### src/drive_status_cfg.svh
// offsets, field positions, reset values and timing for the status block
`ifndef DRIVE_STATUS_CFG_SVH
`define DRIVE_STATUS_CFG_SVH

// ------------------------
// register byte offsets
// ------------------------
`define OFS_CTRL        12'h000
`define OFS_CMD         12'h004
`define OFS_STATUS      12'h008
`define OFS_IRQ_STAT    12'h00c
`define OFS_IRQ_MASK    12'h010

// ------------------------
// control register fields and reset value
// ------------------------
`define CTRL_VARIANT_LO 0
`define CTRL_VARIANT_HI 1
`define CTRL_SWITCH_ON  4
`define CTRL_TMO_LO     8
`define CTRL_TMO_HI     15
`define CTRL_MASK       32'h0000ff13
`define CTRL_RESET      32'h00000000

// unit variants
`define VARIANT_STD     2'h0
`define VARIANT_SERIAL  2'h1
`define VARIANT_NET     2'h2

// ------------------------
// command bits (write-only, self clearing)
// ------------------------
`define CMD_ACK_FAULT   0
`define CMD_ACK_SWAP    1
`define CMD_MANUAL_DONE 2

// ------------------------
// status register bits
// ------------------------
`define ST_FAULT        0
`define ST_ALARM        1
`define ST_RUNNING      2
`define ST_SWAP         3
`define ST_LOADING      4
`define ST_WAIT_MANUAL  5
`define ST_PARAMS_OK    6
`define ST_LAMP_LO      8

// ------------------------
// interrupt bits and widths
// ------------------------
`define IRQ_FAULT       0
`define IRQ_ALARM       1
`define IRQ_SWAP        2
`define IRQ_LOADED      3
`define IRQ_WIDTH       4
`define IRQ_RESET       4'h0

// ------------------------
// lamp indices
// ------------------------
`define LAMP_FAULT      0
`define LAMP_READY      1
`define LAMP_BUS        2
`define LAMP_LINK       3
`define LAMP_TRAFFIC    4
`define LAMP_COUNT      5

// ------------------------
// timing
// ------------------------
`define CLK_HZ          20000000
`define FLASH_HALF_MS   250
`define FLASH_HALF_CYC  (`FLASH_HALF_MS * (`CLK_HZ / 1000))

`endif

### src/drive_status_pkg.sv
// types shared by the status block and its helpers
package drive_status_pkg;

    // how a lamp is to be shown
    typedef enum logic [1:0] {
        lamp_off,
        lamp_on,
        lamp_flash
    } lamp_code_t;

    // parameter load sequencing after reset
    typedef enum logic [1:0] {
        load_boot,
        load_auto,
        load_manual,
        load_ready
    } load_state_t;

endpackage : drive_status_pkg

### src/lamp_if.sv
// indicator states in, resolved lamp codes out
`timescale 1ns/1ns
interface lamp_if;
    import drive_status_pkg::*;

    logic [1:0]  variant;
    logic        busy;
    logic        fault;
    logic        safety_fault;
    logic        bus_no_data;
    logic        baud_search;
    logic        net_conn;
    logic        net_data;
    logic        bus_mon_on;
    lamp_code_t  code [5];

    modport source   (output variant, busy, fault, safety_fault,
                      bus_no_data, baud_search, net_conn, net_data,
                      bus_mon_on, input code);
    modport resolver (input variant, busy, fault, safety_fault,
                      bus_no_data, baud_search, net_conn, net_data,
                      bus_mon_on, output code);
endinterface : lamp_if

### src/drive_status_indicator.sv
// fault handling, part swap, parameter auto load and lamps, APB slave
//
// What this block does
// - fault stops converter, lights fault lamp
// - alarms only report, no reaction, no acknowledge
// - switch-on refused until cause gone and acknowledged
// - standard unit: fault prio 2, ready 3
// - bus unit: fault prio 2, ready 4
// - bus no data: bus lamp flashes; the code flashes it only while the timeout field (ctrl bits 15:8) is nonzero
// - baud search: bus lamp steady
// - network link states drive link/traffic lamps
// - loading or commissioning: ready lamp flashes
// - don't-care lamps may show anything
// - part swap message held until acknowledged once parameters are loaded
// - card and select 1/2 loads automatically
// - no card or select 0 waits manual
`include "drive_status_cfg.svh"
`timescale 1ns/1ns
module drive_status_indicator
    import drive_status_pkg::*;
#(
    parameter int FLASH_HALF_CYCLES = `FLASH_HALF_CYC
) (
    input  wire logic        pclk,
    input  wire logic        presetn,
    input  wire logic        psel,
    input  wire logic        penable,
    input  wire logic        pwrite,
    input  wire logic [11:0] paddr,
    input  wire logic [31:0] pwdata,
    input  wire logic [3:0]  pstrb,
    output logic             pready,
    output logic [31:0]      prdata,
    output logic             pslverr,
    input  wire logic        fault_in,
    input  wire logic        alarm_in,
    input  wire logic        safety_fault_in,
    input  wire logic        swap_detect,
    input  wire logic        card_present,
    input  wire logic [1:0]  auto_load_select,
    input  wire logic        load_done_in,
    input  wire logic        commissioning_in,
    input  wire logic        bus_no_data,
    input  wire logic        baud_search,
    input  wire logic        net_conn,
    input  wire logic        net_data,
    output logic             converter_enable,
    output logic             load_req,
    output logic             fault_lamp,
    output logic             ready_lamp,
    output logic             bus_fault_lamp,
    output logic             link_lamp,
    output logic             traffic_lamp,
    output logic             irq
);
    import drive_status_pkg::*;

    // ------------------------
    // state
    // ------------------------
    logic [31:0]            ctrl_reg,      ctrl_next;
    logic                   fault_reg,     fault_next;
    logic                   run_reg,       run_next;
    logic                   swap_reg,      swap_next;
    logic                   alarm_reg;
    logic [`IRQ_WIDTH-1:0]  irq_stat_reg,  irq_stat_next;
    logic [`IRQ_WIDTH-1:0]  irq_mask_reg,  irq_mask_next;
    logic                   pready_reg,    pready_next;
    logic [31:0]            prdata_reg,    prdata_next;
    logic                   pslverr_reg,   pslverr_next;
    load_state_t            load_reg,      load_next;
    logic [`LAMP_COUNT-1:0] lamp_reg,      lamp_next;
    logic                   irq_reg,       load_req_reg;
    logic                   flash;
    logic                   wr;
    logic                   rd;
    logic                   mapped;
    logic [31:0]            strb_mask;
    logic [2:0]             cmd;
    logic [`IRQ_WIDTH-1:0]  events;
    logic [31:0]            status;

    lamp_if lamps ();

    // ------------------------
    // apb decode: one wait state, answer registered
    // ------------------------
    assign wr = psel && penable && pwrite && pready_reg;
    assign rd = psel && penable && !pwrite && !pready_reg;
    assign mapped = (paddr == `OFS_CTRL) || (paddr == `OFS_CMD)
                 || (paddr == `OFS_STATUS) || (paddr == `OFS_IRQ_STAT)
                 || (paddr == `OFS_IRQ_MASK);
    assign cmd = (wr && paddr == `OFS_CMD && pstrb[0]) ? pwdata[2:0]
                                                         : 3'h0;

    // byte enables widen to a bit mask
    genvar b;
    generate
        for (b = 0; b < 4; b++)
        begin : g_strb
            assign strb_mask[8*b +: 8] = {8{pstrb[b]}};
        end
    endgenerate

    // ------------------------
    // fault, run, part swap
    // ------------------------
    always_comb
    begin
        fault_next = fault_reg;
        run_next   = run_reg;
        swap_next  = swap_reg;
        if (cmd[`CMD_ACK_FAULT] && !fault_in)
        begin
            fault_next = 1'b0;
        end
        if (fault_in)
        begin
            fault_next = 1'b1;
        end
        run_next = ctrl_reg[`CTRL_SWITCH_ON] && !fault_next;
        if (cmd[`CMD_ACK_SWAP] && load_reg == load_ready)
        begin
            swap_next = 1'b0;
        end
        if (swap_detect)
        begin
            swap_next = 1'b1;
        end
    end

    // ------------------------
    // parameter load sequence
    // ------------------------
    always_comb
    begin
        load_next = load_reg;
        case (load_reg)
            // the selector is a stored setting, sampled once after reset
            load_boot:
            begin
                if (card_present && (auto_load_select == 2'h1
                                  || auto_load_select == 2'h2))
                begin
                    load_next = load_auto;
                end
                else
                begin
                    load_next = load_manual;
                end
            end
            load_auto:
            begin
                if (load_done_in)
                begin
                    load_next = load_ready;
                end
            end
            load_manual:
            begin
                if (cmd[`CMD_MANUAL_DONE])
                begin
                    load_next = load_ready;
                end
            end
            load_ready:
            begin
                load_next = load_ready;
            end
            default:
            begin
                load_next = load_boot;
            end
        endcase
    end

    // ------------------------
    // interrupt status and mask
    // ------------------------
    assign events[`IRQ_FAULT]  = fault_in && !fault_reg;
    assign events[`IRQ_ALARM]  = alarm_in && !alarm_reg;
    assign events[`IRQ_SWAP]   = swap_detect && !swap_reg;
    assign events[`IRQ_LOADED] = (load_reg != load_ready)
                              && (load_next == load_ready);

    always_comb
    begin
        irq_stat_next = irq_stat_reg;
        irq_mask_next = irq_mask_reg;
        if (wr && paddr == `OFS_IRQ_STAT && pstrb[0])
        begin
            irq_stat_next = irq_stat_reg & ~pwdata[`IRQ_WIDTH-1:0];
        end
        if (wr && paddr == `OFS_IRQ_MASK && pstrb[0])
        begin
            irq_mask_next = pwdata[`IRQ_WIDTH-1:0];
        end
        // a new event wins over a clear in the same cycle
        irq_stat_next = irq_stat_next | events;
    end

    // ------------------------
    // register file
    // ------------------------
    always_comb
    begin
        status = 32'h0;
        status[`ST_FAULT]       = fault_reg;
        status[`ST_ALARM]       = alarm_reg;
        status[`ST_RUNNING]     = run_reg;
        status[`ST_SWAP]        = swap_reg;
        status[`ST_LOADING]     = (load_reg == load_auto);
        status[`ST_WAIT_MANUAL] = (load_reg == load_manual);
        status[`ST_PARAMS_OK]   = (load_reg == load_ready);
        status[`ST_LAMP_LO +: `LAMP_COUNT] = lamp_reg;
    end

    always_comb
    begin
        ctrl_next    = ctrl_reg;
        pready_next  = psel && penable && !pready_reg;
        pslverr_next = psel && penable && !pready_reg && !mapped;
        prdata_next  = 32'h0;
        if (wr && paddr == `OFS_CTRL)
        begin
            ctrl_next = (ctrl_reg & ~(strb_mask & `CTRL_MASK))
                      | (pwdata & strb_mask & `CTRL_MASK);
        end
        if (rd)
        begin
            case (paddr)
                `OFS_CTRL:     prdata_next = ctrl_reg;
                `OFS_STATUS:   prdata_next = status;
                `OFS_IRQ_STAT: prdata_next = {28'h0, irq_stat_reg};
                `OFS_IRQ_MASK: prdata_next = {28'h0, irq_mask_reg};
                default:       prdata_next = 32'h0;
            endcase
        end
    end

    // ------------------------
    // lamps
    // ------------------------
    // priority resolution
    assign lamps.variant      = ctrl_reg[`CTRL_VARIANT_HI:`CTRL_VARIANT_LO];
    assign lamps.busy         = commissioning_in || (load_reg == load_auto);
    assign lamps.fault        = fault_reg;
    assign lamps.safety_fault = safety_fault_in;
    assign lamps.bus_no_data  = bus_no_data;
    assign lamps.baud_search  = baud_search;
    assign lamps.net_conn     = net_conn;
    assign lamps.net_data     = net_data;
    assign lamps.bus_mon_on   = |ctrl_reg[`CTRL_TMO_HI:`CTRL_TMO_LO];

    lamp_priority u_prio (
        .lp (lamps.resolver)
    );

    flash_divider #(
        .HALF_CYCLES (FLASH_HALF_CYCLES)
    ) u_flash (
        .pclk    (pclk),
        .presetn (presetn),
        .phase   (flash)
    );

    genvar l;
    generate
        for (l = 0; l < `LAMP_COUNT; l++)
        begin : g_lamp
            assign lamp_next[l] = (lamps.code[l] == lamp_on)
                               || (lamps.code[l] == lamp_flash && flash);
        end
    endgenerate

    // ------------------------
    // registers
    // ------------------------
    always_ff @(posedge pclk or negedge presetn)
    begin
        if (!presetn)
        begin
            ctrl_reg     <= `CTRL_RESET;
            fault_reg    <= 1'b0;
            run_reg      <= 1'b0;
            swap_reg     <= 1'b0;
            alarm_reg    <= 1'b0;
            irq_stat_reg <= `IRQ_RESET;
            irq_mask_reg <= `IRQ_RESET;
            pready_reg   <= 1'b0;
            prdata_reg   <= 32'h0;
            pslverr_reg  <= 1'b0;
            load_reg     <= load_boot;
            lamp_reg     <= 5'h0;
            irq_reg      <= 1'b0;
            load_req_reg <= 1'b0;
        end
        else
        begin
            ctrl_reg     <= ctrl_next;
            fault_reg    <= fault_next;
            run_reg      <= run_next;
            swap_reg     <= swap_next;
            alarm_reg    <= alarm_in;
            irq_stat_reg <= irq_stat_next;
            irq_mask_reg <= irq_mask_next;
            pready_reg   <= pready_next;
            prdata_reg   <= prdata_next;
            pslverr_reg  <= pslverr_next;
            load_reg     <= load_next;
            lamp_reg     <= lamp_next;
            irq_reg      <= |(irq_stat_next & irq_mask_next);
            load_req_reg <= (load_next == load_auto);
        end
    end

    // ------------------------
    // outputs, all from flip-flops
    // ------------------------
    assign pready           = pready_reg;
    assign prdata           = prdata_reg;
    assign pslverr          = pslverr_reg;
    assign converter_enable = run_reg;
    assign load_req         = load_req_reg;
    assign fault_lamp       = lamp_reg[`LAMP_FAULT];
    assign ready_lamp       = lamp_reg[`LAMP_READY];
    assign bus_fault_lamp   = lamp_reg[`LAMP_BUS];
    assign link_lamp        = lamp_reg[`LAMP_LINK];
    assign traffic_lamp     = lamp_reg[`LAMP_TRAFFIC];
    assign irq              = irq_reg;
endmodule : drive_status_indicator

### src/flash_divider.sv
// square wave that paces every flashing lamp
`timescale 1ns/1ns
module flash_divider #(
    parameter int HALF_CYCLES = 5000000
) (
    input  wire logic pclk,
    input  wire logic presetn,
    output logic      phase
);
    logic [31:0] cnt_reg;
    logic [31:0] cnt_next;
    logic        phase_reg;
    logic        phase_next;

    // count one half period, then flip the phase
    always_comb
    begin
        cnt_next   = cnt_reg + 32'h1;
        phase_next = phase_reg;
        if (cnt_reg >= 32'(HALF_CYCLES - 1))
        begin
            cnt_next   = 32'h0;
            phase_next = ~phase_reg;
        end
    end

    always_ff @(posedge pclk or negedge presetn)
    begin
        if (!presetn)
        begin
            cnt_reg   <= 32'h0;
            phase_reg <= 1'b0;
        end
        else
        begin
            cnt_reg   <= cnt_next;
            phase_reg <= phase_next;
        end
    end

    assign phase = phase_reg;
endmodule : flash_divider

### src/lamp_priority.sv
// picks the most important indicator state and codes the lamps
`include "drive_status_cfg.svh"
`timescale 1ns/1ns
module lamp_priority (
    lamp_if.resolver lp
);
    import drive_status_pkg::*;

    logic std_unit;
    logic net_unit;
    logic bus_unit;

    assign std_unit = (lp.variant == `VARIANT_STD);
    assign net_unit = (lp.variant == `VARIANT_NET);
    assign bus_unit = !std_unit;

    // walk from priority one downward; first match wins.
    // don't-care lamps default to off, ready to on and link/traffic to flashing on a net unit;
    // the fault lamp follows the fault so a shut-down drive is never dark
    always_comb
    begin
        lp.code[`LAMP_FAULT]   = lp.fault ? lamp_on : lamp_off;
        lp.code[`LAMP_READY]   = lamp_on;
        lp.code[`LAMP_BUS]     = lamp_off;
        lp.code[`LAMP_LINK]    = net_unit ? lamp_flash : lamp_off;
        lp.code[`LAMP_TRAFFIC] = net_unit ? lamp_flash : lamp_off;
        if (lp.busy)
        begin
            lp.code[`LAMP_READY] = lamp_flash;
        end
        else if (std_unit && lp.fault)
        begin
            lp.code[`LAMP_READY] = lamp_off;
        end
        else if (bus_unit && (lp.fault || (net_unit && lp.safety_fault)))
        begin
            lp.code[`LAMP_FAULT] = lamp_on;
            lp.code[`LAMP_READY] = lamp_off;
        end
        else if (bus_unit && lp.baud_search)
        begin
            lp.code[`LAMP_BUS]     = lamp_on;
            lp.code[`LAMP_LINK]    = lamp_off;
            lp.code[`LAMP_TRAFFIC] = lamp_off;
        end
        else if (bus_unit && lp.bus_no_data && lp.bus_mon_on)
        begin
            lp.code[`LAMP_BUS]     = lamp_flash;
            lp.code[`LAMP_LINK]    = lamp_on;
            lp.code[`LAMP_TRAFFIC] = lamp_off;
        end
        else if (net_unit && !lp.net_conn)
        begin
            lp.code[`LAMP_BUS]     = lamp_on;
            lp.code[`LAMP_LINK]    = lamp_off;
            lp.code[`LAMP_TRAFFIC] = lamp_off;
        end
        else if (net_unit)
        begin
            lp.code[`LAMP_LINK]    = lamp_on;
            lp.code[`LAMP_TRAFFIC] = lp.net_data ? lamp_on : lamp_flash;
        end
        // ready state, priority three on standard, four on bus units
        else
        begin
            lp.code[`LAMP_FAULT] = lamp_off;
        end
    end
endmodule : lamp_priority

### config.mk
export PLATFORM = sky130hd
export DESIGN_NAME = drive_status_indicator
export DESIGN_NICKNAME = d
export VERILOG_FILES = /design/src/drive_status_pkg.sv /design/src/lamp_if.sv /design/src/drive_status_indicator.sv /design/src/flash_divider.sv /design/src/lamp_priority.sv
export VERILOG_INCLUDE_DIRS = /design/src
export SDC_FILE = /design/constraint.sdc
export NUM_CORES = 1
export LEC_CHECK = 0
export BUFFER_PORTS_ARGS = -buffer_cell sky130_fd_sc_hd__buf_2
export CAP_MARGIN = 20
export CORE_ASPECT_RATIO = 0.9
export CORE_MARGIN = 2
export CORE_UTILIZATION = 50
export CTS_CLUSTER_DIAMETER = 60
export DETAILED_ROUTE_END_ITERATION = 7
export PLACE_DENSITY = 0.89
export SYNTH_ARGS = -nofsm -noshare
export SYNTH_HDL_FRONTEND = slang
export SYNTH_HIERARCHICAL = 1
export SYNTH_SLANG_ARGS = --single-unit
export TNS_END_PERCENT = 30
### constraint.sdc
create_clock -name pclk -period 3.1 [get_ports pclk]
set_input_delay 0.155 -clock pclk [delete_from_list [all_inputs] [get_ports pclk]]
set_output_delay 0.155 -clock pclk [all_outputs]
set_load 0.02 [all_outputs]
==> impl_metrics.toml, run 1 <==
[place]
dp.cells = 534
placed_area_sq_um = 4290
dp_hpwl_um = 5600
place_congestion = 0.848
io_buffers = 69

[routing]
drt_wl_total_um = 7810
wl_per_cell_um = 14.1
drt-initial-drc-count = 165
ant_nets = 0
drc_errors = 0
num_vias = 2866
wl_met1_um = 3380
via_per_inst = 5.18
routed.top_layer = "met4"
routed-wl-met3_um = 570
met2_length_um = 3810
drtPass1Iterations = 4

[floorplanning]
num_io_pins = 108
start_util_pct = 51.7
die_y_um = 88.0
dieArea_sq_um = 8560
die_x_um = 97.3
row_count = 30
coreArea_sq_um = 7580

[clock_network]
cts.htree.levels = 3
hold_buffers = 3
root_buffer = "clkbuf_8"
cts.clk_slew.worst_paths_ns = 0.08
insertion_delay_ns = 0.34
cts_tree = "yes"
cts_setup_buffers = 0
cts_resized = 0
numCtsBuffers = 9
cts_buffer_depth = 2
numClockSinks = 82

[logic_synthesis]
synthFlopType = "dfrtp_1"
ys_async_sr_fraction_pct = 100
ys_seq_elements = 82
yosysUniqueCellTypes = 55
syn_inst = 372
ys_warn_count = 6
avgSynthCellArea_sq_um = 10.5
synth-edff-count = 0
seq_area_frac_synth_pct = 52.4
syn_area_sq_um = 3920

[critical_path]
critPathBufInv = 1
reg2reg_slack_ns = 0.75
crit_slowest_cell = "nand3_1"
arrival_ns = 2.62
worstSetupPathType = "flip-flop to flip-flop"
start_kind = "flip-flop"
max_stage_delay_ns = 0.45
r2r_end = "u_flash/cnt_reg[6]$_DFF_PN0_"
end_kind = "flip-flop"
cp_max_fo = 13
crit_required_ns = 3.37
cp_cell_sequence = "ha_1 > and3_1 > and3_1 > o311ai_0 > nand3_1 > buf_4 > nor2_1"
reg2reg_depth = 7
cp_top_family = "simple AND/OR/NAND/NOR gates"
timing.rr.start = "u_flash/cnt_reg[0]$_DFF_PN0_"
critPathMostFrequentCell = "and3_1"

[final_layout]
postLayoutCoreUtil_pct = 59.6
multi_input_comb_area_sq_um = 1690
finalInstanceArea_sq_um = 4520
nFillCells = 623
stdcell_count = 553
final_common_cell = "dfrtp_1"
layout-drive-gt1-share_pct = 25.4
final_cell_mix = "dfrtp_1, buf_2, nor2_1"
ff_latch_area_sq_um = 2050
syn2layout_area_growth_pct = 15.3
num-nets-final = 521
n_antenna_cell = 0

[grt]
grt_pass1_vias = 2863
grt_max_degree = 83
grt_remaining_overflow = 0
grt_pass1_wl_um = 13100
grt_usage_pct = 19.5
antenna_found_initial = 0

[power]
p_leak_nw = 2.16
p_per_area_nw_per_um2 = 416
p_total_mw = 1.88
ir_drop_v = 0.000240

[sta]
fin_tns_setup_ns = 0
rsz0062_at_grt = "false"
worst_slew_pin_slew_ns = 0.676
maxSlewHeadroom_pct = 54.5
finalHoldViolations = 0
finalCritPeriodShare_pct = 75.7
fmax_mhz = 426
skew_ns = 0.00586
slew_violations = 0
finalSetupViolCount = 0
layout_min_cycle_time_ns = 2.35

[flow_run]
drv_cap = 0

[hold_path]
hp-class = "input port to flip-flop"
min_path_cells = 2
min-delay-start = "pwdata[12]"

[outcome]
status = "finished, final reports clean"
## metal layers
layer,GRT usage (%),up-vias
li1,-,1378
met1,24.0,1386
met2,33.7,98
met3,5.83,4
met4,6.31,0
met5,0,-
## worst max path at each step
stage / from / to / cells past startpoint
CTS: u_flash/cnt_reg[0]$_DFF_PN0_ / u_flash/cnt_reg[6]$_DFF_PN0_ / 7
floorplan: pready$_DFF_PN0_ / irq$_DFF_PN0_ / 8
detailed placement: paddr[10] / irq$_DFF_PN0_ / 7
finish: u_flash/cnt_reg[0]$_DFF_PN0_ / u_flash/cnt_reg[6]$_DFF_PN0_ / 7
global route: u_flash/cnt_reg[0]$_DFF_PN0_ / u_flash/cnt_reg[16]$_DFF_PN0_ / 7
global placement: paddr[10] / irq$_DFF_PN0_ / 7
## power by group
group | total, mW | switching [mW] | internal [mW]
Combinational | 0.128 | 0.0804 | 0.0475
Clock | 0.658 | 0.357 | 0.302
Sequential | 1.09 | 0.0100 | 1.08
Total | 1.88 | 0.447 | 1.43
## cell usage after synthesis (5+ instances only)
library cell / count / area (sq um)
buf_2: 7 / 35.0
a22oi_1: 8 / 60.1
nand2_1: 24 / 90.1
nand3_1: 10 / 50.1
dfrtp_1: 82 / 2050
and3_1: 11 / 68.8
a21oi_1: 11 / 55.1
inv_1: 15 / 56.3
o21ai_0: 12 / 60.1
xnor2_1: 14 / 123
mux2i_1: 5 / 50.1
xor2_1: 8 / 70.1
buf_4: 19 / 143
nand4_1: 5 / 31.3
nor4_1: 5 / 31.3
nor2b_1: 7 / 43.8
mux2_2: 13 / 146
nor2_1: 53 / 199
nor3_1: 6 / 30.0
## logic make-up after synthesis
| kind of cell | share of synthesized area [%] |
|---|---|
| flip-flops | 52.4 |
| buffers and inverters | 6.74 |
| multiplexers | 5.01 |
| other | 0.287 |
| AND/OR/NAND/NOR | 22.1 |
| adder cells (fa/ha/maj) | 0.319 |
| XOR/XNOR | 4.92 |
| AO/OA/AOI/OAI | 8.30 |
## final cells by class
cell class | count | area share (%)
multi-input combinational | 269 | 37.5
clock buffer | 11 | 3.13
inverter | 15 | 1.25
tap | 96 | 2.66
timing repair buffer | 77 | 9.69
clock inverter | 3 | 0.388
sequential | 82 | 45.4
## worst reg2reg max path, cell delays in order (launching register included)
cell and delay, ns:
dfrtp_1 0.41, ha_1 0.26, and3_1 0.21, and3_1 0.20, o311ai_0 0.27, nand3_1 0.45
buf_4 0.35, nor2_1 0.13
## per-stage QoR
stage / hold WS [ns] / setup slack [ns]
finish: 0.0468 / 0.754
global route: 0.0270 / 0.599
CTS: 0.0168 / 0.745
detailed placement: 0.290 / 0.678
global placement: 0.280 / 0.698
floorplan: -0.141 / 0.901
Power figures use the tool's default switching activity.
==> run 2, diff against run 1 <==
==> constraint.sdc (replaced) <==
create_clock -name pclk -period 2.2 [get_ports pclk]
set_input_delay 0.11 -clock pclk [delete_from_list [all_inputs] [get_ports pclk]]
set_output_delay 0.11 -clock pclk [all_outputs]
set_load 0.02 [all_outputs]
==> impl_metrics.toml, run 2 (same netlist as run 1, synthesis figures left out) <==
[power]
p_leak_nw = 2.28
combPwrFrac_pct = 7.0
intPower_mw = 2.17
p_sw_share_pct = 22.7
p_per_area_nw_per_um2 = 595
p_total_mw = 2.81
p_sw_mw = 0.637
ir_drop_v = 0.000472
seqPwrFrac_pct = 54.7
p_clk_share_pct = 38.3

[routing]
drc_errors = 0
wl_met1_um = 3440
drt_wl_total_um = 8070
num_vias = 3001
drt-initial-drc-count = 247
wl_per_cell_um = 14.1
routed.top_layer = "met4"
met2_length_um = 3930
routed-wl-met3_um = 595
via_per_inst = 5.24
drtPass1Iterations = 5
ant_nets = 0

[grt]
grt_pass1_vias = 2991
grt_pass1_wl_um = 13800
antenna_found_initial = 0
grt_remaining_overflow = 0
grt_usage_pct = 20.4
grt_max_degree = 45

[critical_path]
reg2reg_slack_ns = 0.20
crit_slowest_cell = "dfrtp_1"
reg2reg_depth = 8
end_kind = "flip-flop"
max_stage_delay_ns = 0.41
cp_top_family = "simple AND/OR/NAND/NOR gates"
worstSetupPathType = "flip-flop to flip-flop"
timing.rr.start = "u_flash/cnt_reg[0]$_DFF_PN0_"
cp_max_fo = 7
startpoint = "u_flash/cnt_reg[0]$_DFF_PN0_"
arrival_ns = 2.24
cp_cell_sequence = "ha_1 > and3_1 > and3_1 > o311ai_1 > nand3_1 > buf_4 > buf_4 > xor2_1"
start_kind = "flip-flop"
crit_required_ns = 2.43
r2r_end = "u_flash/phase$_DFFE_PN0P_"
critPathBufInv = 2

[sta]
worst_slew_pin_slew_ns = 0.506
whs_ns = 0.0115
fmax_mhz = 499
finalCritPeriodShare_pct = 91.1
layout_min_cycle_time_ns = 2.00
finalHoldViolations = 0
finalSetupViolCount = 0
skew_ns = 0.00687
rsz0062_at_grt = "false"
slew_violations = 0
maxSlewHeadroom_pct = 66.3

[place]
io_buffers = 69
place_congestion = 0.884
dp_hpwl_um = 5790

[final_layout]
n_antenna_cell = 0
final_common_cell = "dfrtp_1"
final_cell_mix = "dfrtp_1, buf_2, nor2_1"
layout-drive-gt1-share_pct = 27.0
num-nets-final = 541
syn2layout_area_growth_pct = 20.6

[floorplanning]
die_x_um = 97.3
row_count = 30
dieArea_sq_um = 8560
start_util_pct = 51.7
coreArea_sq_um = 7580
die_y_um = 88.0
num_io_pins = 108

[clock_network]
cts_buffer_depth = 2
cts.clk_slew.worst_paths_ns = 0.07
root_buffer = "clkbuf_8"
insertion_delay_ns = 0.35
cts.htree.levels = 3
numClockSinks = 82
cts_tree = "yes"
numCtsBuffers = 9

[hold_path]
hp-class = "input port to flip-flop"
min-delay-start = "pwdata[8]"
min_path_cells = 2

[outcome]
status = "finished, final reports clean"

[flow_run]
drv_cap = 0
==> run 2: per-layer routing <==
layer	track usage, %	vias to the layer above
met3	5.51	12
met4	6.82	0
met2	34.3	124
met1	26.2	1441
li1	-	1424
met5	0	-
==> run 2: area by class of cell <==
cell class              instances  area [sq um]
fillers                       598          2860
repair buffers                 97           613
flip-flops and latches         82          2050
multi-input cells             269          1690
inverters                      15          56.3
well taps                      96           120
clock buffers                  11           151
clock inverters                 3          40.0
==> run 2: worst max path at each step <==
stage                     slack [ns]                             to  cells after the start
after floorplan               0.0007                  irq$_DFF_PN0_                      8
after global placement       -0.0001                  irq$_DFF_PN0_                      7
after detailed placement       -0.04                  irq$_DFF_PN0_                      7
after CTS                       0.06  u_flash/cnt_reg[18]$_DFF_PN0_                      7
after global routing            0.04  u_flash/cnt_reg[18]$_DFF_PN0_                      8
final                           0.20      u_flash/phase$_DFFE_PN0P_                      8
==> run 2: what timing repair did <==
action / in CTS / in global routing
gates resized for setup: 0 / 1
hold buffers: 12 / 0
buffers inserted: 0 / 2
endpoints found under the setup margin: 0 / 19
hold endpoints to repair: 51 / 0
==> run 2: worst reg2reg max path: cells and delay by family (launching register included) <==
kind,cells,cell delay (ns)
adders and majority gates,1,0.25
xor gates and xnor gates,1,0.13
and+or+nand+nor,3,0.56
DFF,1,0.41
buffers and inverters,2,0.32
AOI/OAI and AO/OA,1,0.23
==> run 2: through the flow <==
step | TNS [ns] | utilization (%) | instances | setup slack (ns) | area [sq um]
3_5_place_dp | -0.0844 | 58.0 | 545 | -0.0356 | 4400
4_1_cts | 0 | 62.1 | 571 | 0.0617 | 4710
6_report | 0 | 62.3 | 573 | 0.196 | 4730
2_1_floorplan | 0 | - | 396 | 0.000659 | 4010
3_3_place_gp | -0.0000955 | 58.0 | 545 | -0.0000955 | 4400
5_1_grt | 0 | 62.3 | 573 | 0.0390 | 4730
==> run 2: power by group through the flow <==
stage	Clock [mW]	Sequential (mW)	Combinational, mW
after floorplan	0	1.57	0.0998
after global placement	0	1.57	0.176
after detailed placement	0	1.57	0.181
after CTS	1.10	1.54	0.197
after global routing	1.16	1.54	0.221
final	1.08	1.54	0.198
